===== src/verilog/cpu_bus_pkg.sv =====
package cpu_bus_pkg;

   localparam int MEM_BYTES = 32768;
   localparam int PAGE_BYTES = 8192;
   localparam int ADDR_W = $clog2(MEM_BYTES);
   localparam int PAGE_ADDR_W = $clog2(PAGE_BYTES);
   localparam int STACK_DEPTH = 8;
   localparam int SP_W = 3;
   localparam int NUM_REGS = 7;
   localparam logic [2:0] BANK_OFFSET = 3'h3;

   // Upper status layout
   localparam int PSU_SP_LSB = 0;
   localparam int PSU_UF_LSB = 3;
   localparam int PSU_II = 5;
   localparam int PSU_FLAG = 6;
   localparam int PSU_SENSE = 7;
   // Lower status layout
   localparam int PSL_C = 0;
   localparam int PSL_COM = 1;
   localparam int PSL_OVF = 2;
   localparam int PSL_WC = 3;
   localparam int PSL_RS = 4;
   localparam int PSL_IDC = 5;
   localparam int PSL_CC_LSB = 6;

   localparam logic [1:0] CC_POSITIVE = 2'h1;
   localparam logic [1:0] CC_ZERO = 2'h0;
   localparam logic [1:0] CC_NEGATIVE = 2'h2;

   localparam logic [7:0] PSL_RESET = 8'h00;
   localparam logic [SP_W-1:0] SP_RESET = 3'h0;
   localparam logic [14:0] FETCH_RESET = 15'h0000;

   typedef enum logic [2:0] {
      BUS_IDLE = 3'b001,
      BUS_SETUP = 3'b010,
      BUS_WAIT = 3'b100
   } bus_state_t;

   // One external operation asked for by the core
   typedef struct packed {
      logic valid;
      logic write;
      logic is_io;
      logic io_ext;
      logic io_data;
      logic vector;
      logic last;
      logic [14:0] addr;
      logic [7:0] wdata;
   } bus_req_t;

   // Sequencing and status commands from the core
   typedef struct packed {
      logic instr_end;
      logic halt_exec;
      logic push;
      logic pop;
      logic [14:0] ret_addr;
      logic fetch_load;
      logic [14:0] fetch_value;
      logic psu_we;
      logic psl_we;
      logic [7:0] status_wdata;
   } core_ctl_t;

   typedef struct packed {
      logic we;
      logic carry;
      logic ovf;
      logic half;
      logic [7:0] result;
   } alu_upd_t;

   typedef struct packed {
      logic we;
      logic [1:0] sel;
      logic [7:0] wdata;
   } reg_acc_t;
endpackage


===== src/verilog/return_stack_mem.sv =====
`timescale 1ns/100ps
module return_stack_mem
#(
   parameter int DEPTH = 8,
   parameter int WIDTH = 15
)
(
   input wire logic clk_in,
   input wire logic rst_b_in,
   input wire logic wr_en_in,
   input wire logic [$clog2(DEPTH)-1:0] wr_addr_in,
   input wire logic [WIDTH-1:0] wr_data_in,
   input wire logic rd_en_in,
   input wire logic [$clog2(DEPTH)-1:0] rd_addr_in,
   output logic [WIDTH-1:0] rd_data_out
);
   logic [WIDTH-1:0] mem_q [DEPTH];

   // Pointer wraps naturally only for a power-of-two depth
   if (DEPTH < 2 || (DEPTH & (DEPTH - 1)) != 0)
   begin : g_bad_depth
      $error("return_stack_mem depth must be a power of two");
   end

   // Storage has no reset; stale levels are never popped before a push
   always_ff @(posedge clk_in)
   begin
      if (wr_en_in)
      begin
         mem_q[wr_addr_in] <= wr_data_in;
      end
   end

   // Registered read port
   always_ff @(posedge clk_in or negedge rst_b_in)
   begin
      if (!rst_b_in)
      begin
         rd_data_out <= '0;
      end
      else if (rd_en_in)
      begin
         rd_data_out <= mem_q[rd_addr_in];
      end
   end
endmodule


===== src/verilog/cpu_bus_status.sv =====
`timescale 1ns/100ps
module cpu_bus_status
   import cpu_bus_pkg::*;
#(
   parameter int ENHANCED = 1
)
(
   input wire logic CLK_IN,
   input wire logic RST_B_IN,
   input wire bus_req_t BUS_REQ_IN,
   output logic BUS_READY_OUT,
   output logic BUS_DONE_OUT,
   output logic [7:0] BUS_RDATA_OUT,
   input wire core_ctl_t CORE_CTL_IN,
   input wire alu_upd_t ALU_UPD_IN,
   input wire reg_acc_t REG_ACC_IN,
   output logic [7:0] REG_RDATA_OUT,
   output logic [7:0] PSU_OUT,
   output logic [7:0] PSL_OUT,
   output logic [14:0] FETCH_PTR_OUT,
   output logic INTR_TAKE_OUT,
   output logic STALL_OUT,
   output logic [12:0] LOW_ADDRESS_LINES_OUT,
   output logic LOW_ADDRESS_OE_OUT,
   output logic PAGE_LOW_EXT_SELECT_OUT,
   output logic PAGE_HIGH_DATA_CTRL_OUT,
   output logic PAGE_OE_OUT,
   input wire logic [7:0] DATA_LINES_IN,
   output logic [7:0] DATA_LINES_OUT,
   output logic DATA_LINES_OE_OUT,
   output logic OPERATION_REQUEST_OUT,
   input wire logic OPERATION_ACKNOWLEDGE_N_IN,
   output logic MEMORY_OR_IO_SELECT_OUT,
   output logic READ_NOT_WRITE_OUT,
   output logic WRITE_STROBE_OUT,
   output logic CONTROL_OE_OUT,
   input wire logic ADDRESS_DRIVE_ENABLE_N_IN,
   input wire logic BUS_DRIVE_ENABLE_N_IN,
   input wire logic DATA_DRIVE_ENABLE_N_IN,
   output logic FINAL_CYCLE_MARKER_OUT,
   output logic SERIAL_OUT_LATCH_OUT,
   input wire logic SERIAL_IN_PIN_IN,
   input wire logic INTERRUPT_REQUEST_N_IN,
   output logic INTERRUPT_ACKNOWLEDGE_OUT,
   input wire logic SUSPEND_REQUEST_N_IN,
   output logic RUNNING_INDICATOR_OUT
);
   if (ENHANCED < 0 || ENHANCED > 1)
   begin : g_bad_variant
      $error("ENHANCED must be 0 or 1");
   end

   localparam logic II_RESET = (ENHANCED == 1);

   // Register zero stands alone; the other selects land in the chosen bank
   function automatic logic [2:0] reg_index(input logic [1:0] sel, input logic bank);
      logic [2:0] idx;
      idx = {1'b0, sel};
      if (sel != 2'h0 && bank)
      begin
         idx = idx + BANK_OFFSET;
      end
      return idx;
   endfunction

   function automatic logic [1:0] cc_of(input logic [7:0] r);
      if (r == 8'h00)
      begin
         return CC_ZERO;
      end
      else if (r[7])
      begin
         return CC_NEGATIVE;
      end
      return CC_POSITIVE;
   endfunction

   bus_state_t state_q;
   bus_req_t op_q;
   logic operation_request_q, wstrobe_q, interrupt_acknowledge_q, done_q, final_q;
   logic [7:0] rdata_q;
   logic [7:0] psl_q;
   logic [SP_W-1:0] sp_q;
   logic [1:0] uf_q;
   logic ii_q, flag_q, pause_q, halt_q, take_q, pop_pend_q;
   logic [14:0] fetch_q;
   logic [14:0] stack_rdata;
   logic [7:0] regs_q [NUM_REGS];
   logic boundary, accept, drive_data, bus_en;

   // New request only once the device has released its last acknowledge
   assign BUS_READY_OUT = (state_q == BUS_IDLE) && OPERATION_ACKNOWLEDGE_N_IN;

   // Bus sequencer: setup cycle, then request held until acknowledge
   always_ff @(posedge CLK_IN or negedge RST_B_IN)
   begin
      if (!RST_B_IN)
      begin
         state_q <= BUS_IDLE;
         op_q <= '0;
         operation_request_q <= 1'b0;
         wstrobe_q <= 1'b1;
         interrupt_acknowledge_q <= 1'b0;
         done_q <= 1'b0;
         final_q <= 1'b0;
         rdata_q <= 8'h00;
      end
      else
      begin
         done_q <= 1'b0;
         case (state_q)
            BUS_IDLE:
            begin
               if (BUS_REQ_IN.valid && OPERATION_ACKNOWLEDGE_N_IN)
               begin
                  op_q <= BUS_REQ_IN; // Held unchanged until done
                  wstrobe_q <= !BUS_REQ_IN.write;
                  final_q <= (ENHANCED == 1) && BUS_REQ_IN.last;
                  state_q <= BUS_SETUP;
               end
            end
            BUS_SETUP:
            begin
               operation_request_q <= 1'b1; // Outputs settled a cycle earlier
               interrupt_acknowledge_q <= op_q.vector;
               wstrobe_q <= 1'b1; // Write pulse opens
               state_q <= BUS_WAIT;
            end
            BUS_WAIT:
            begin
               if (op_q.write)
               begin
                  wstrobe_q <= 1'b0; // Single-cycle pulse
               end
               if (!OPERATION_ACKNOWLEDGE_N_IN) // Wait any length
               begin
                  operation_request_q <= 1'b0;
                  interrupt_acknowledge_q <= 1'b0;
                  wstrobe_q <= 1'b1;
                  final_q <= 1'b0;
                  done_q <= 1'b1;
                  rdata_q <= op_q.write ? rdata_q : DATA_LINES_IN;
                  state_q <= BUS_IDLE;
               end
            end
            default:
            begin
               state_q <= BUS_IDLE;
               operation_request_q <= 1'b0;
            end
         endcase
      end
   end

   // Address and line coding for memory, extended and plain I/O
   always_comb
   begin
      LOW_ADDRESS_LINES_OUT = op_q.addr[PAGE_ADDR_W-1:0];
      PAGE_LOW_EXT_SELECT_OUT = op_q.addr[PAGE_ADDR_W];
      PAGE_HIGH_DATA_CTRL_OUT = op_q.addr[PAGE_ADDR_W+1];
      if (op_q.is_io && op_q.io_ext)
      begin
         LOW_ADDRESS_LINES_OUT = {5'h00, op_q.addr[7:0]};
         PAGE_LOW_EXT_SELECT_OUT = 1'b1;
         PAGE_HIGH_DATA_CTRL_OUT = 1'b0;
      end
      else if (op_q.is_io)
      begin
         LOW_ADDRESS_LINES_OUT = 13'h0000;
         PAGE_LOW_EXT_SELECT_OUT = 1'b0;
         PAGE_HIGH_DATA_CTRL_OUT = op_q.io_data;
      end
   end

   assign MEMORY_OR_IO_SELECT_OUT = !op_q.is_io;
   assign READ_NOT_WRITE_OUT = !op_q.write;
   assign DATA_LINES_OUT = op_q.wdata;
   assign OPERATION_REQUEST_OUT = operation_request_q;
   assign WRITE_STROBE_OUT = wstrobe_q;
   assign INTERRUPT_ACKNOWLEDGE_OUT = interrupt_acknowledge_q;
   assign FINAL_CYCLE_MARKER_OUT = final_q;
   assign BUS_DONE_OUT = done_q;
   assign BUS_RDATA_OUT = rdata_q;

   // Drive enables; the variant decides which pin governs what
   assign drive_data = (state_q != BUS_IDLE) && op_q.write;
   assign bus_en = !BUS_DRIVE_ENABLE_N_IN;
   always_comb
   begin
      if (ENHANCED == 1)
      begin
         LOW_ADDRESS_OE_OUT = bus_en;
         PAGE_OE_OUT = bus_en;
         CONTROL_OE_OUT = bus_en;
         DATA_LINES_OE_OUT = bus_en && drive_data;
      end
      else
      begin
         LOW_ADDRESS_OE_OUT = !ADDRESS_DRIVE_ENABLE_N_IN;
         PAGE_OE_OUT = 1'b1;
         CONTROL_OE_OUT = 1'b1;
         DATA_LINES_OE_OUT = !DATA_DRIVE_ENABLE_N_IN && drive_data;
      end
   end

   // A halted core sits at a boundary; a suspended one takes nothing
   assign boundary = CORE_CTL_IN.instr_end || halt_q;
   assign accept = boundary && !INTERRUPT_REQUEST_N_IN && !ii_q
                   && !pause_q && SUSPEND_REQUEST_N_IN;

   // Suspend, halt and interrupt take-over
   always_ff @(posedge CLK_IN or negedge RST_B_IN)
   begin
      if (!RST_B_IN)
      begin
         pause_q <= 1'b0;
         halt_q <= 1'b0;
         take_q <= 1'b0;
      end
      else
      begin
         take_q <= accept; // Core then runs the zero-page call
         if (CORE_CTL_IN.instr_end && !SUSPEND_REQUEST_N_IN)
         begin
            pause_q <= 1'b1;
         end
         else if (SUSPEND_REQUEST_N_IN)
         begin
            pause_q <= 1'b0;
         end
         if (accept)
         begin
            halt_q <= 1'b0;
         end
         else if (CORE_CTL_IN.halt_exec)
         begin
            halt_q <= 1'b1;
         end
      end
   end

   assign INTR_TAKE_OUT = take_q;
   assign STALL_OUT = pause_q || halt_q;
   assign RUNNING_INDICATOR_OUT = !(pause_q || halt_q);

   // Upper status: hardware set of inhibit wins over a software load
   always_ff @(posedge CLK_IN or negedge RST_B_IN)
   begin
      if (!RST_B_IN)
      begin
         ii_q <= II_RESET;
         flag_q <= 1'b0;
         uf_q <= 2'h0;
         sp_q <= SP_RESET;
      end
      else
      begin
         if (accept)
         begin
            ii_q <= 1'b1;
         end
         else if (CORE_CTL_IN.psu_we)
         begin
            ii_q <= CORE_CTL_IN.status_wdata[PSU_II];
         end
         if (CORE_CTL_IN.psu_we)
         begin
            flag_q <= CORE_CTL_IN.status_wdata[PSU_FLAG];
            uf_q <= (ENHANCED == 1) ? CORE_CTL_IN.status_wdata[PSU_UF_LSB+:2] : 2'h0;
         end
         // Stack motion outranks a load of the pointer field
         if (CORE_CTL_IN.push)
         begin
            sp_q <= sp_q + 3'h1;
         end
         else if (CORE_CTL_IN.pop)
         begin
            sp_q <= sp_q - 3'h1;
         end
         else if (CORE_CTL_IN.psu_we)
         begin
            sp_q <= CORE_CTL_IN.status_wdata[PSU_SP_LSB+:SP_W];
         end
      end
   end

   assign SERIAL_OUT_LATCH_OUT = flag_q;
   assign PSU_OUT = {SERIAL_IN_PIN_IN, flag_q, ii_q, uf_q, sp_q};

   // Lower status: an explicit load beats the ALU update
   always_ff @(posedge CLK_IN or negedge RST_B_IN)
   begin
      if (!RST_B_IN)
      begin
         psl_q <= PSL_RESET;
      end
      else if (CORE_CTL_IN.psl_we)
      begin
         psl_q <= CORE_CTL_IN.status_wdata;
      end
      else if (ALU_UPD_IN.we)
      begin
         psl_q[PSL_C] <= ALU_UPD_IN.carry;
         psl_q[PSL_OVF] <= ALU_UPD_IN.ovf;
         psl_q[PSL_IDC] <= ALU_UPD_IN.half;
         psl_q[PSL_CC_LSB+:2] <= cc_of(ALU_UPD_IN.result);
      end
   end

   assign PSL_OUT = psl_q;

   // General registers, all but register zero banked by the select bit
   always_ff @(posedge CLK_IN or negedge RST_B_IN)
   begin
      if (!RST_B_IN)
      begin
         for (int i = 0; i < NUM_REGS; i++)
         begin
            regs_q[i] <= 8'h00;
         end
      end
      else if (REG_ACC_IN.we)
      begin
         regs_q[reg_index(REG_ACC_IN.sel, psl_q[PSL_RS])] <= REG_ACC_IN.wdata;
      end
   end

   assign REG_RDATA_OUT = regs_q[reg_index(REG_ACC_IN.sel, psl_q[PSL_RS])];

   return_stack_mem #(
      .DEPTH(STACK_DEPTH),
      .WIDTH(ADDR_W)
   ) u_stack (
      .clk_in(CLK_IN),
      .rst_b_in(RST_B_IN),
      .wr_en_in(CORE_CTL_IN.push),
      .wr_addr_in(sp_q + 3'h1),
      .wr_data_in(CORE_CTL_IN.ret_addr),
      .rd_en_in(CORE_CTL_IN.pop),
      .rd_addr_in(sp_q),
      .rd_data_out(stack_rdata)
   );

   // Fetch pointer; a pop lands one cycle later, after the stack read
   always_ff @(posedge CLK_IN or negedge RST_B_IN)
   begin
      if (!RST_B_IN)
      begin
         fetch_q <= FETCH_RESET;
         pop_pend_q <= 1'b0;
      end
      else
      begin
         pop_pend_q <= CORE_CTL_IN.pop;
         if (pop_pend_q)
         begin
            fetch_q <= stack_rdata;
         end
         else if (CORE_CTL_IN.fetch_load)
         begin
            fetch_q <= CORE_CTL_IN.fetch_value;
         end
      end
   end

   assign FETCH_PTR_OUT = fetch_q;
endmodule


===== config.mk =====
export PLATFORM = sky130hd
export DESIGN_NAME = cpu_bus_status
export DESIGN_NICKNAME = d
export VERILOG_FILES = /design/src/verilog/cpu_bus_pkg.sv /design/src/verilog/return_stack_mem.sv /design/src/verilog/cpu_bus_status.sv
export SDC_FILE = /design/constraint.sdc
export NUM_CORES = 1
export LEC_CHECK = 0
export ABC_AREA = 0
export BUFFER_PORTS_ARGS = -buffer_cell sky130_fd_sc_hd__buf_4
export CORE_MARGIN = 5
export CORE_UTILIZATION = 30
export CTS_CLUSTER_DIAMETER = 30
export DETAILED_ROUTE_END_ITERATION = 8
export MAX_ROUTING_LAYER = met4
export SYNTH_ARGS = -nofsm -noshare
export SYNTH_HDL_FRONTEND = slang
export SYNTH_SLANG_ARGS = --single-unit

===== constraint.sdc =====
create_clock -name CLK_IN -period 5.2 [get_ports CLK_IN]
set_clock_uncertainty 0.2 [all_clocks]
set_input_delay 1.04 -clock CLK_IN [delete_from_list [all_inputs] [get_ports CLK_IN]]
set_output_delay 1.04 -clock CLK_IN [all_outputs]
set_load 0.02 [all_outputs]

# Word-level counts from Yosys, hierarchy flattened
# Memories as Yosys holds them, arrays and structs flattened. A register that Yosys moved wholly into a read port is not among the register bits.
# Index checks and enable logic that the tools add are counted.
# word_totals
ff_bits	134
mem_bits_ro	0
mem_bits_rw	120
memories	1
inputBits	115
wordCells	147
latchBits	0
# classes
eq_ne	7
shifts	0
n_bitwise	5
n_addsub	3
mux	54
mul	0
reduce_logical	42
div	0
magnitude_cmp	3
# mem_list
memory	depth	word_bits	read_ports	rd_clocked_by_memory_dff	wr	line_no	source
u_stack.mem_q	8	15	1	1	1	return_stack_mem.sv:17	logic [WIDTH-1:0] mem_q [DEPTH];
# op_table
cell	n
56-bit bitwise mux	1
15-bit two-way mux	2
1-bit two-way mux	27
3-bit two-way mux	9
13-bit two-way mux	2
8-bit binary-select mux with 3-bit select	1
8-bit demux with 3-bit select	1
8-bit two-way mux	3
2-bit nonzero test	8
1-bit logical AND	12
1-bit logical NOT	10
3-bit case mux with 3 select lines	1
3-bit AND reduction	3
4-bit greater-or-equal comparator, second input constant	2
8-bit logical NOT	1
3-bit inverter with 4-bit output	2
2-bit AND reduction	4
2-bit two-way mux	3
1-bit case mux with 3 select lines	2
3-bit nonzero test	2
4-bit by 1-bit < comparator with 1-bit output, second input constant	1
1-bit case mux with 2 select lines	2
2-bit by 2-bit adder with 3-bit output, second input constant	1
3-bit by 1-bit adder with 3-bit output, second input constant	1
10 further kinds	13

# Longest topological paths before layout
# Gate-level depths: netlist of run 1.
# logic_depth
ltp_word	10
mapped_depth	8
depth_no_buf	6

# Modules after synthesis
# A second synthesis of run 1 with hierarchy kept.
# unflattened
hier_cells	831
hier_area_um2	11458.5
# modules_own_cells
module	n_inst	cells_per_inst	area_per_inst_um2
cpu_bus_status	1	527	6168.4
return_stack_mem	1	304	5290.1

# Worst setup path after synthesis of run 1
# No wires, ideal clock.
# synth_path
path_type	input -> output
from	in REG_ACC_IN[8] (netlist bit)
to	out REG_RDATA_OUT[6]
path_stages	7
arrival_ns	2.390
setup_slack_ns	1.570
cell_sequence	inv_1 -> ha_1 -> nand2_1 -> or2_0 -> buf_2 -> o22ai_1 -> a211o_1
# synth_between
elab_chain_cells	7
# synth_lines
item	line_no	source
start, declared	cpu_bus_status.sv:16	input wire reg_acc_t REG_ACC_IN,
parallel branches: the longest is 2 deep, another holds 2-bit by 2-bit adder with 3-bit output	--	
3-bit two-way mux (*)	cpu_bus_status.sv:59	if (sel != 2'h0 && bank)
3-bit inverter with 4-bit output (not written as such) (*)	cpu_bus_status.sv:328	assign REG_RDATA_OUT = regs_q[reg_index(REG_ACC_IN.sel, psl_q[PSL_RS])];
8-bit binary-select mux with 3-bit select (*)	cpu_bus_status.sv:328	
8-bit two-way mux (not written as such) (*) (2 in series)	cpu_bus_status.sv:328	
end, declared	cpu_bus_status.sv:17	output logic [7:0] REG_RDATA_OUT,
# Mark *: on every way between the ends. The select of a mux whose other input is x is not followed.

# Worst setup path in the final report of run 1
# layout_path
from	in REG_ACC_IN[8] (netlist bit)
to	out REG_RDATA_OUT[1]
# The elaborated chain is that of the path after synthesis.

==> impl_results.rst, run 1 <==
.. list-table::
   :header-rows: 1

   * - Metric
     - Value
   * - CTS Root Cell
     - sky130_fd_sc_hd__clkbuf_16
   * - Register cell area after layout
     - 7340 um^2
   * - Net load switching power
     - 2400 uW
   * - Number of gates resized after cts
     - 0
   * - Layout filler cell count
     - 3508
   * - Post-Synthesis Cells
     - 839
   * - Wirelength, routed
     - 27800 um
   * - Smallest setup slack after layout
     - 0.800 ns
   * - DIE AREA
     - 41900 um^2
   * - Overall fraction of global-route tracks in use
     - 13.3%
   * - Final hold vios
     - 0
   * - H-tree level count
     - 2
   * - Most prevalent standard cell on the critical path
     - sky130_fd_sc_hd__buf_4
   * - Post-synth cell types
     - 52
   * - Net Sw Frac
     - 28.8%
   * - Clock-pin slew reported for the worst setup and hold paths after clock tree synthesis
     - 0.04 ns
   * - Proportion of power drawn by the clock network
     - 44.4%
   * - Maximum clock path buffer count
     - 3
   * - Met2 Track Usage GR
     - 21.2%
   * - Average wire per cell in the routed design
     - 17.3 um
   * - Ratio of cells with drive above 1 in the final layout
     - 36.3%
   * - Pin count of the biggest net entering global routing
     - 86
   * - Layer with the highest usage
     - met2
   * - Outcome
     - completed
   * - Reg-to-reg setup timing slack
     - 2.17 ns
   * - Iteration count of the initial detailed-routing pass
     - 4
   * - Number of max-slew violations in the final report
     - 0
   * - Leakage component of the power
     - 0.00672 uW
   * - Area of the mapped netlist
     - 11400 um^2
   * - Number of nets with antenna violations after detailed routing
     - 0
   * - Flip-flop and latch count after synthesis
     - 269
   * - Number of buffers and inverters on the critical path
     - 3
   * - Syn_area_per_cell
     - 13.6 um^2
   * - Maxcap violations
     - 0
   * - PortBufs
     - 196
   * - Share of power burned in combinational logic
     - 20.4%
   * - Final min period
     - 4.40 ns
   * - Number of buffers inserted during clock tree synthesis
     - 58
   * - Via total after detailed routing
     - 7172
   * - Pin slew with the least headroom to its limit
     - 1.21 ns
   * - Power per cell area
     - 543 nW/um^2
   * - NumNets Final
     - 1165
   * - Worst slack, placed
     - 0.811 ns
   * - Number of buffers added for setup after CTS
     - 0
   * - Ys Warns
     - 0
   * - Met3 capacity usage during global routing
     - 4.32%
   * - Startpoint of the worst register-to-register path
     - sp_q[0]
   * - Final Setup Violations
     - 0
   * - Area inside the core boundary
     - 37600 um^2
   * - Period Utilization, post-route
     - 84.6%
   * - Critical Path Fanout Max
     - 8
   * - Cts-stage hold buffer count
     - 0
   * - Total Neg Setup Slack
     - 0 ns
   * - Number of antenna violations at the first check in global routing
     - 3
   * - Commonest non-fill, non-tap cell in the layout
     - sky130_fd_sc_hd__buf_4
   * - Die span in y
     - 205 um
   * - Fraction of registers with async set/reset
     - 55.4%
   * - Endpoint class of the critical path
     - primary output
   * - CTS tree
     - yes
   * - Max rail drop VDD
     - 230 uV
   * - Destination of the worst register-to-register timing path
     - u_stack.mem_q[0][13]
   * - Final weighted congestion in routability-driven placement
     - 0.772
   * - Min-delay src
     - op_q[14]
   * - Count of routing violations after the opening detailed-route iteration
     - 346
   * - Clock Sink Count
     - 269
   * - Max-slew headroom at the worst pin
     - 19.7%
   * - Critical path launch point type
     - input port
   * - Number of enable-type register cells in the synthesized netlist
     - 120
   * - Number of global-route vias before repair
     - 7596
   * - Synth Net Count
     - 958
   * - Horiz. Die Dim
     - 205 um
   * - Number of top-level pins
     - 201
   * - Commonest cells after routing, fill and taps aside
     - sky130_fd_sc_hd__buf_4, sky130_fd_sc_hd__dfrtp_1, sky130_fd_sc_hd__edfxtp_1
   * - Delay of the slowest cell on the worst path
     - 0.55 ns
   * - Starting utilization of the core area
     - 30.3%
   * - Hold WC Path Type
     - register to register
   * - DRC
     - 0
   * - Endpoint with the worst hold slack
     - op_q[14]
   * - Area used by multi-input combinational logic
     - 3690 um^2
   * - Cell internal power dissipation
     - 5920 uW
   * - Via/cell ratio
     - 4.45
   * - Ordered list of cells on the worst path
     - buf_4 > inv_1 > ha_1 > nand2_1 > or2_0 > o22ai_1 > a211o_1 > buf_4
   * - Cell depth of the worst min-delay path
     - 2
   * - Family of cells with the greatest summed delay on the critical path
     - simple AND/OR/NAND/NOR gates
   * - Sequential Power Share
     - 35.3%
   * - Crit path max-delay cell type
     - sky130_fd_sc_hd__or2_0
   * - Global-route wire length before repair
     - 43000 um
   * - Growth of design area from synthesis to finish
     - 34.4%
   * - R2R depth
     - 3
   * - Site Rows
     - 71
   * - Crit path kind
     - input port to primary output
   * - Met1 usage in global routing
     - 16.2%
   * - Leading register cell type out of synthesis
     - sky130_fd_sc_hd__dfrtp_1
   * - Sequential element share of the synthesized area
     - 64.4%
   * - Clk_lat worst skew
     - 0.58 ns
   * - Required arrival time at the worst endpoint
     - 3.96 ns
   * - Grt total ovfl
     - 0
   * - Post-detailed-placement half-perimeter wirelength
     - 17500 um
   * - Crit path arrival time
     - 3.16 ns
   * - Unrepaired setup endpoints after global routing
     - false
   * - Maximum clock frequency
     - 227 MHz
-- tightest hold or removal path: cells and delay by family, from the launching register on --
family        cells  cell delay, ns
flops             1            0.33
simple gates      2            0.11
-- layer usage --
metal,vias to the layer above,wire length [um]
met5,-,0
met4,0,639
met2,202,13100
met3,52,2080
li1,3459,-
met1,3459,12000
-- how the worst max path moves through the flow --
stage	endpoint	depth (start not counted)	slack, ns	start
after floorplan	REG_RDATA_OUT[6]	7	1.57	REG_ACC_IN[8]
after global placement	REG_RDATA_OUT[1]	8	0.84	REG_ACC_IN[8]
after detailed placement	REG_RDATA_OUT[1]	8	0.81	REG_ACC_IN[8]
after CTS	REG_RDATA_OUT[1]	8	0.80	REG_ACC_IN[8]
after global routing	REG_RDATA_OUT[1]	8	0.65	REG_ACC_IN[8]
final	REG_RDATA_OUT[1]	8	0.80	REG_ACC_IN[8]
-- cell families (layout without fill, tap and decap cells) --
group           count (synthesis)  in the layout  synth area share [%]
flops                         269            269                  64.4
simple gates                  199            199                  8.49
mux                           180            180                  16.9
compound gates                103            103                  5.80
buf+inv                        81            337                  3.73
fa+ha+maj                       4              4                 0.440
xor+xnor                        3              3                 0.231
other cells                     0              4                     0
-- cell type report --
class                           instances  share of cell area (%)
Multi-Input combinational cell        489                    24.1
Inverter                               27                   0.662
Tap cell                              511                    4.18
Clock buffer                           70                    10.0
Sequential cell                       269                    48.0
Timing Repair Buffer                  201                    9.88
Antenna cell                            4                  0.0654
Clock inverter                         39                    3.11
-- stage by stage --
step           utilization, %  power, uW  instance area (um^2)  std cells  hold slack [ns]
3_3_place_gp             35.3       4640                 13300       1497            0.249
2_1_floorplan               -       4000                 11400        839            0.237
3_5_place_dp             35.3       4680                 13300       1497            0.255
6_report                 40.7       8310                 15300       1610            0.262
4_1_cts                  40.7       8430                 15300       1606            0.265
5_1_grt                  40.7       8710                 15300       1609            0.288
-- Yosys cell counts (5+ instances only) --
library cell,count,area (um^2)
sky130_fd_sc_hd__a211o_1,9,78.8
sky130_fd_sc_hd__nand2_1,107,402
sky130_fd_sc_hd__o22ai_1,9,56.3
sky130_fd_sc_hd__mux2_4,8,120
sky130_fd_sc_hd__nor2_1,25,93.8
sky130_fd_sc_hd__clkbuf_1,14,52.6
sky130_fd_sc_hd__dfrtp_1,146,3650
sky130_fd_sc_hd__and2_1,10,62.6
sky130_fd_sc_hd__inv_1,26,97.6
sky130_fd_sc_hd__nor2b_1,10,62.6
sky130_fd_sc_hd__nand2b_1,5,31.3
sky130_fd_sc_hd__buf_2,18,90.1
sky130_fd_sc_hd__o21ai_0,39,195
sky130_fd_sc_hd__nand3_1,15,75.1
sky130_fd_sc_hd__buf_4,19,143
sky130_fd_sc_hd__mux2_2,62,698
sky130_fd_sc_hd__mux2i_1,108,1080
sky130_fd_sc_hd__a21oi_1,7,35.0
sky130_fd_sc_hd__nor3_1,7,35.0
sky130_fd_sc_hd__edfxtp_1,120,3600
sky130_fd_sc_hd__a22oi_1,31,233
-- sequential cells by signal, indices dropped and copies added, names as in the netlist, 2 cells and up --
name	flops
BUS_RDATA_OUT	8
op_q	20
sp_q	3
u_stack.rd_data_out	15
uf_q	2
DATA_LINES_OUT	8
regs_q	56
state_q	3
FETCH_PTR_OUT	15
PSL_OUT	8
u_stack.mem_q	120
-- power groups by stage --
stage | registers [uW] | logic, uW | clock network, uW
2_1_floorplan | 2980 | 1010 | 0
3_3_place_gp | 2950 | 1690 | 0
3_5_place_dp | 2970 | 1710 | 0
4_1_cts | 2940 | 1720 | 3770
5_1_grt | 2990 | 1840 | 3880
6_report | 2930 | 1690 | 3690
(Power assumes the default switching activity.)
==> run 2, diff against run 1 <==
- clock period: 5.2 -> 4.1 ns (I/O delays scaled with it)
==> impl_results.rst, run 2 (synthesis results as in run 1) <==
.. list-table::
   :header-rows: 1

   * - Metric
     - Value
   * - Number of gates resized after cts
     - 0
   * - Power per cell area
     - 678 nW/um^2
   * - PortBufs
     - 196
   * - NumNets Final
     - 1175
   * - Number of global-route vias before repair
     - 7675
   * - Count of routing violations after the opening detailed-route iteration
     - 301
   * - Via/cell ratio
     - 4.53
   * - Maxcap violations
     - 0
   * - Period Utilization, post-route
     - 93.2%
   * - Hold WC Path Type
     - input port to async pin
   * - Maximum clock frequency
     - 262 MHz
   * - Endpoint class of the critical path
     - primary output
   * - Critical path launch point type
     - input port
   * - Starting utilization of the core area
     - 30.3%
   * - CTS tree
     - yes
   * - DRC
     - 0
   * - DIE AREA
     - 41900 um^2
   * - Leakage component of the power
     - 0.00674 uW
   * - Post-detailed-placement half-perimeter wirelength
     - 17800 um
   * - Pin slew with the least headroom to its limit
     - 0.888 ns
   * - Most prevalent standard cell on the critical path
     - sky130_fd_sc_hd__buf_4
   * - Crit path max-delay cell type
     - sky130_fd_sc_hd__ha_1
   * - Overall fraction of global-route tracks in use
     - 13.4%
   * - Unrepaired setup endpoints after global routing
     - false
   * - Top flop regs
     - u_stack.mem_q (120), regs_q (56), op_q (20)
   * - Commonest non-fill, non-tap cell in the layout
     - sky130_fd_sc_hd__buf_4
   * - Number of antenna violations at the first check in global routing
     - 3
   * - Growth of design area from synthesis to finish
     - 34.4%
   * - Crit path arrival time
     - 2.80 ns
   * - Critical Path Fanout Max
     - 5
   * - Delay of the slowest cell on the worst path
     - 0.33 ns
   * - Final min period
     - 3.82 ns
   * - Register with the most flip-flops
     - u_stack.mem_q
   * - Total Neg Setup Slack
     - 0 ns
   * - Wirelength, routed
     - 27700 um
   * - Required arrival time at the worst endpoint
     - 3.08 ns
   * - Max-slew headroom at the worst pin
     - 40.5%
   * - Number of buffers inserted during clock tree synthesis
     - 57
   * - Ratio of cells with drive above 1 in the final layout
     - 36.0%
   * - Ordered list of cells on the worst path
     - buf_4 > inv_1 > ha_1 > nand2_1 > or2_0 > buf_4 > o22ai_1 > a211o_1 > buf_4
   * - Die span in y
     - 205 um
   * - Number of buffers added for setup after CTS
     - 0
   * - Number of nets with antenna violations after detailed routing
     - 0
   * - Clock Sink Count
     - 269
   * - Area inside the core boundary
     - 37600 um^2
   * - Grt total ovfl
     - 0
   * - Site Rows
     - 71
   * - Iteration count of the initial detailed-routing pass
     - 4
   * - Final Setup Violations
     - 0
   * - Outcome
     - completed
   * - Global-route wire length before repair
     - 43300 um
   * - Clock-pin slew reported for the worst setup and hold paths after clock tree synthesis
     - 0.04 ns
   * - Average wire per cell in the routed design
     - 17.1 um
   * - Cts-stage hold buffer count
     - 0
   * - Max rail drop VDD
     - 321 uV
   * - Maximum clock path buffer count
     - 3
   * - Final-layout worst hold slack
     - 0.0407 ns
   * - Number of max-slew violations in the final report
     - 0
   * - Final weighted congestion in routability-driven placement
     - 0.765
   * - CTS Root Cell
     - sky130_fd_sc_hd__clkbuf_16
   * - Clk_lat worst skew
     - 0.59 ns
   * - Number of top-level pins
     - 201
   * - Commonest cells after routing, fill and taps aside
     - sky130_fd_sc_hd__buf_4, sky130_fd_sc_hd__dfrtp_1, sky130_fd_sc_hd__edfxtp_1
   * - Crit path kind
     - input port to primary output
   * - Via total after detailed routing
     - 7323
   * - Pin count of the biggest net entering global routing
     - 66
   * - Final hold vios
     - 0
   * - Largest register FFs
     - 120
   * - H-tree level count
     - 2
   * - Horiz. Die Dim
     - 205 um
run 2: changes by cell type in the layout (fill, tap and decap cells not counted), sizes merged:
cell      before  now
clkinv        20   17
clkinvlp       6    4
buf          201  212
diode          4    3
clkbuf        70   75
bufinv         8    5
run 2: final timing paths:
path | from | endpoint | slack (ns) | cells past startpoint
max in group asynchronous | RST_B_IN | u_stack.rd_data_out[0] | 2.82 | 2
min in group CLK_IN | SUSPEND_REQUEST_N_IN | pause_q | 0.22 | 2
min | RST_B_IN | regs_q[30] | 0.04 | 1
max | REG_ACC_IN[8] | REG_RDATA_OUT[3] | 0.28 | 9
max reg2reg | sp_q[0] | u_stack.mem_q[0][13] | 1.49 | 5
min reg2reg | op_q[10] | op_q[10] | 0.26 | 2
run 2: worst max-delay path, delay by kind of cell:
kind | cells | cell delay [ns]
AO/OA/AOI/OAI | 2 | 0.42
adder cells (fa/ha/maj) | 1 | 0.33
buffers and inverters | 4 | 0.70
AND/OR/NAND/NOR | 2 | 0.53
run 2: layer usage:
metal / GRT usage (%) / up-vias / wire [um]
met4: 4.02 / 0 / 580
met5: - / - / 0
met2: 21.7 / 203 / 13300
met1: 16.1 / 3598 / 11600
met3: 4.15 / 51 / 2160
li1: - / 3471 / -
run 2: cell type report:
cell class                 instances  area (um^2)
multi-input combinational        489         3650
antenna                            3         7.51
timing repair buffer             212         1610
fill                            3491        22300
tap                              511          639
clock inverter                    31          382
inverter                          27          101
sequential                       269         7340
clock buffer                      75         1580
run 2: through the flow:
stage                     cells  utilization [%]  setup WS, ns  instance area, um^2  power (uW)
after floorplan             839                -         0.910                11400        5070
after global placement     1508             35.5         0.338                13300        5870
after detailed placement   1508             35.5         0.305                13300        5920
after CTS                  1614             40.7         0.293                15300       10500
after global routing       1617             40.7         0.163                15300       10900
final                      1617             40.7         0.280                15300       10400
run 2: power by group:
part / switching, uW / leakage [uW] / internal (uW)
combinational: 1170 / 0.00290 / 908
clock: 1490 / 0.000944 / 3030
sequential: 333 / 0.00289 / 3440
==> run 3, diff against run 2 <==
- clock period: 4.1 -> 4.2 ns (I/O delays scaled with it)
==> impl_results.rst, run 3 (synthesis results as in run 1) <==
.. list-table::
   :header-rows: 1

   * - Metric
     - Value
   * - Met1 usage in global routing
     - 16.4%
   * - Post-layout utilization of the core
     - 41.1%
   * - Leakage component of the power
     - 0.00678 uW
   * - Max-slew headroom at the worst pin
     - 24.5%
   * - Max rail drop VDD
     - 277 uV
   * - Maximum clock frequency
     - 265 MHz
   * - Post-detailed-placement half-perimeter wirelength
     - 17700 um
   * - Growth of design area from synthesis to finish
     - 35.5%
   * - Pin count of the biggest net entering global routing
     - 84
   * - Total Neg Setup Slack
     - 0 ns
   * - DRC
     - 0
   * - Final weighted congestion in routability-driven placement
     - 0.774
   * - Power after layout
     - 10400 uW
   * - Register with the most flip-flops
     - u_stack.mem_q
   * - Final Setup Violations
     - 0
   * - Top flop regs
     - u_stack.mem_q (120), regs_q (56), op_q (20)
   * - Number of antenna violations at the first check in global routing
     - 3
   * - Final-layout worst hold slack
     - 0.135 ns
   * - Average wire per cell in the routed design
     - 17.0 um
   * - Clk_lat worst skew
     - 0.58 ns
   * - Maxcap violations
     - 0
   * - Commonest non-fill, non-tap cell in the layout
     - sky130_fd_sc_hd__buf_4
   * - Crit path arrival time
     - 2.74 ns
   * - Number of buffers added for setup after CTS
     - 0
   * - Global-route wire length before repair
     - 43400 um
   * - Count of routing violations after the opening detailed-route iteration
     - 331
   * - Commonest cells after routing, fill and taps aside
     - sky130_fd_sc_hd__buf_4, sky130_fd_sc_hd__dfrtp_1, sky130_fd_sc_hd__edfxtp_1
   * - Horiz. Die Dim
     - 205 um
   * - Clock Sink Count
     - 269
   * - Number of gates resized after cts
     - 0
   * - Number of global-route vias before repair
     - 7736
   * - Pin slew with the least headroom to its limit
     - 1.13 ns
   * - Via/cell ratio
     - 4.48
   * - Via total after detailed routing
     - 7270
   * - Site Rows
     - 71
   * - Unrepaired setup endpoints after global routing
     - false
   * - Reg-to-reg setup timing slack
     - 1.78 ns
   * - Area inside the core boundary
     - 37600 um^2
   * - Power per cell area
     - 674 nW/um^2
   * - NumNets Final
     - 1176
   * - Number of top-level pins
     - 201
   * - Overall fraction of global-route tracks in use
     - 13.4%
   * - Final hold vios
     - 0
   * - Met3 capacity usage during global routing
     - 3.96%
   * - Final min period
     - 3.78 ns
   * - CTS tree
     - yes
   * - Iteration count of the initial detailed-routing pass
     - 4
   * - CTS Root Cell
     - sky130_fd_sc_hd__clkbuf_16
   * - Crit path kind
     - input port to primary output
   * - PortBufs
     - 196
   * - Hold WC Path Type
     - input port to async pin
   * - Maximum clock path buffer count
     - 3
   * - Die span in y
     - 205 um
   * - Grt total ovfl
     - 0
   * - Cts-stage hold buffer count
     - 0
   * - Layer with the highest usage
     - met2
   * - Number of max-slew violations in the final report
     - 0
   * - Required arrival time at the worst endpoint
     - 3.16 ns
   * - Met2 Track Usage GR
     - 21.9%
   * - Wirelength, routed
     - 27600 um
   * - DIE AREA
     - 41900 um^2
   * - Endpoint class of the critical path
     - primary output
   * - Number of nets with antenna violations after detailed routing
     - 0
   * - Outcome
     - completed
   * - Number of buffers inserted during clock tree synthesis
     - 59
   * - Clock-pin slew reported for the worst setup and hold paths after clock tree synthesis
     - 0.04 ns
   * - Period Utilization, post-route
     - 90.0%
   * - Ratio of cells with drive above 1 in the final layout
     - 37.1%
   * - H-tree level count
     - 2
   * - Critical path launch point type
     - input port
   * - Starting utilization of the core area
     - 30.3%
   * - Largest register FFs
     - 120
   * - Critical Path Fanout Max
     - 5
-- run 3: changes by cell type in the layout (fill, tap and decap cells not counted), sizes merged --
cell,previous run,this run
buf,212,211
bufinv,5,10
inv,32,29
clkbuf,75,66
diode,3,4
clkinv,17,20
clkinvlp,4,12
-- run 3: worst max-delay path, cell delays in order --
cell and delay (ns):
sky130_fd_sc_hd__buf_4 0.12, sky130_fd_sc_hd__inv_1 0.16, sky130_fd_sc_hd__ha_1 0.32, sky130_fd_sc_hd__nand2_1 0.20, sky130_fd_sc_hd__or2_0 0.29, sky130_fd_sc_hd__buf_4 0.21, sky130_fd_sc_hd__o22ai_1 0.11, sky130_fd_sc_hd__a211o_1 0.31
sky130_fd_sc_hd__buf_4 0.16
-- run 3: per-layer routing --
metal | routed length, um | up-vias | share of wire [%]
met5 | 0 | - | 0
met4 | 512 | 0 | 1.9
met3 | 2030 | 51 | 7.4
met2 | 13300 | 186 | 48
met1 | 11800 | 3555 | 43
li1 | - | 3478 | -
-- run 3: power breakdown --
part           internal, uW  leakage (uW)  switching, uW
Clock                  3240      0.000993           1450
Sequential             3350       0.00289            272
Combinational           887       0.00290           1200
Total                  7480       0.00678           2920
-- run 3: path summary, 6_finish.rpt --
check | endpoint | cells past startpoint | startpoint
min | regs_q[30] | 1 | RST_B_IN
max in group asynchronous | ii_q | 2 | RST_B_IN
min reg2reg | op_q[14] | 2 | op_q[14]
max | REG_RDATA_OUT[1] | 9 | REG_ACC_IN[8]
max reg2reg | u_stack.mem_q[2][5] | 4 | sp_q[0]
min in group CLK_IN | pause_q | 2 | SUSPEND_REQUEST_N_IN
-- run 3: cell type report --
type                            instances  area [um^2]
Antenna cell                            4         10.0
Clock buffer                           66         1540
Clock inverter                         44          544
Fill cell                            3530        22100
Inverter                               27          101
Multi-Input combinational cell        489         3650
Sequential cell                       269         7340
Tap cell                              511          639
Timing Repair Buffer                  211         1600
-- run 3: metrics by stage --
stage               area, um^2  instances  setup slack [ns]
CTS                      15400       1617             0.408
floorplan                11400        839             0.970
global route             15400       1620             0.280
detailed placement       13300       1507             0.414
finish                   15400       1621             0.421
global placement         13300       1507             0.414
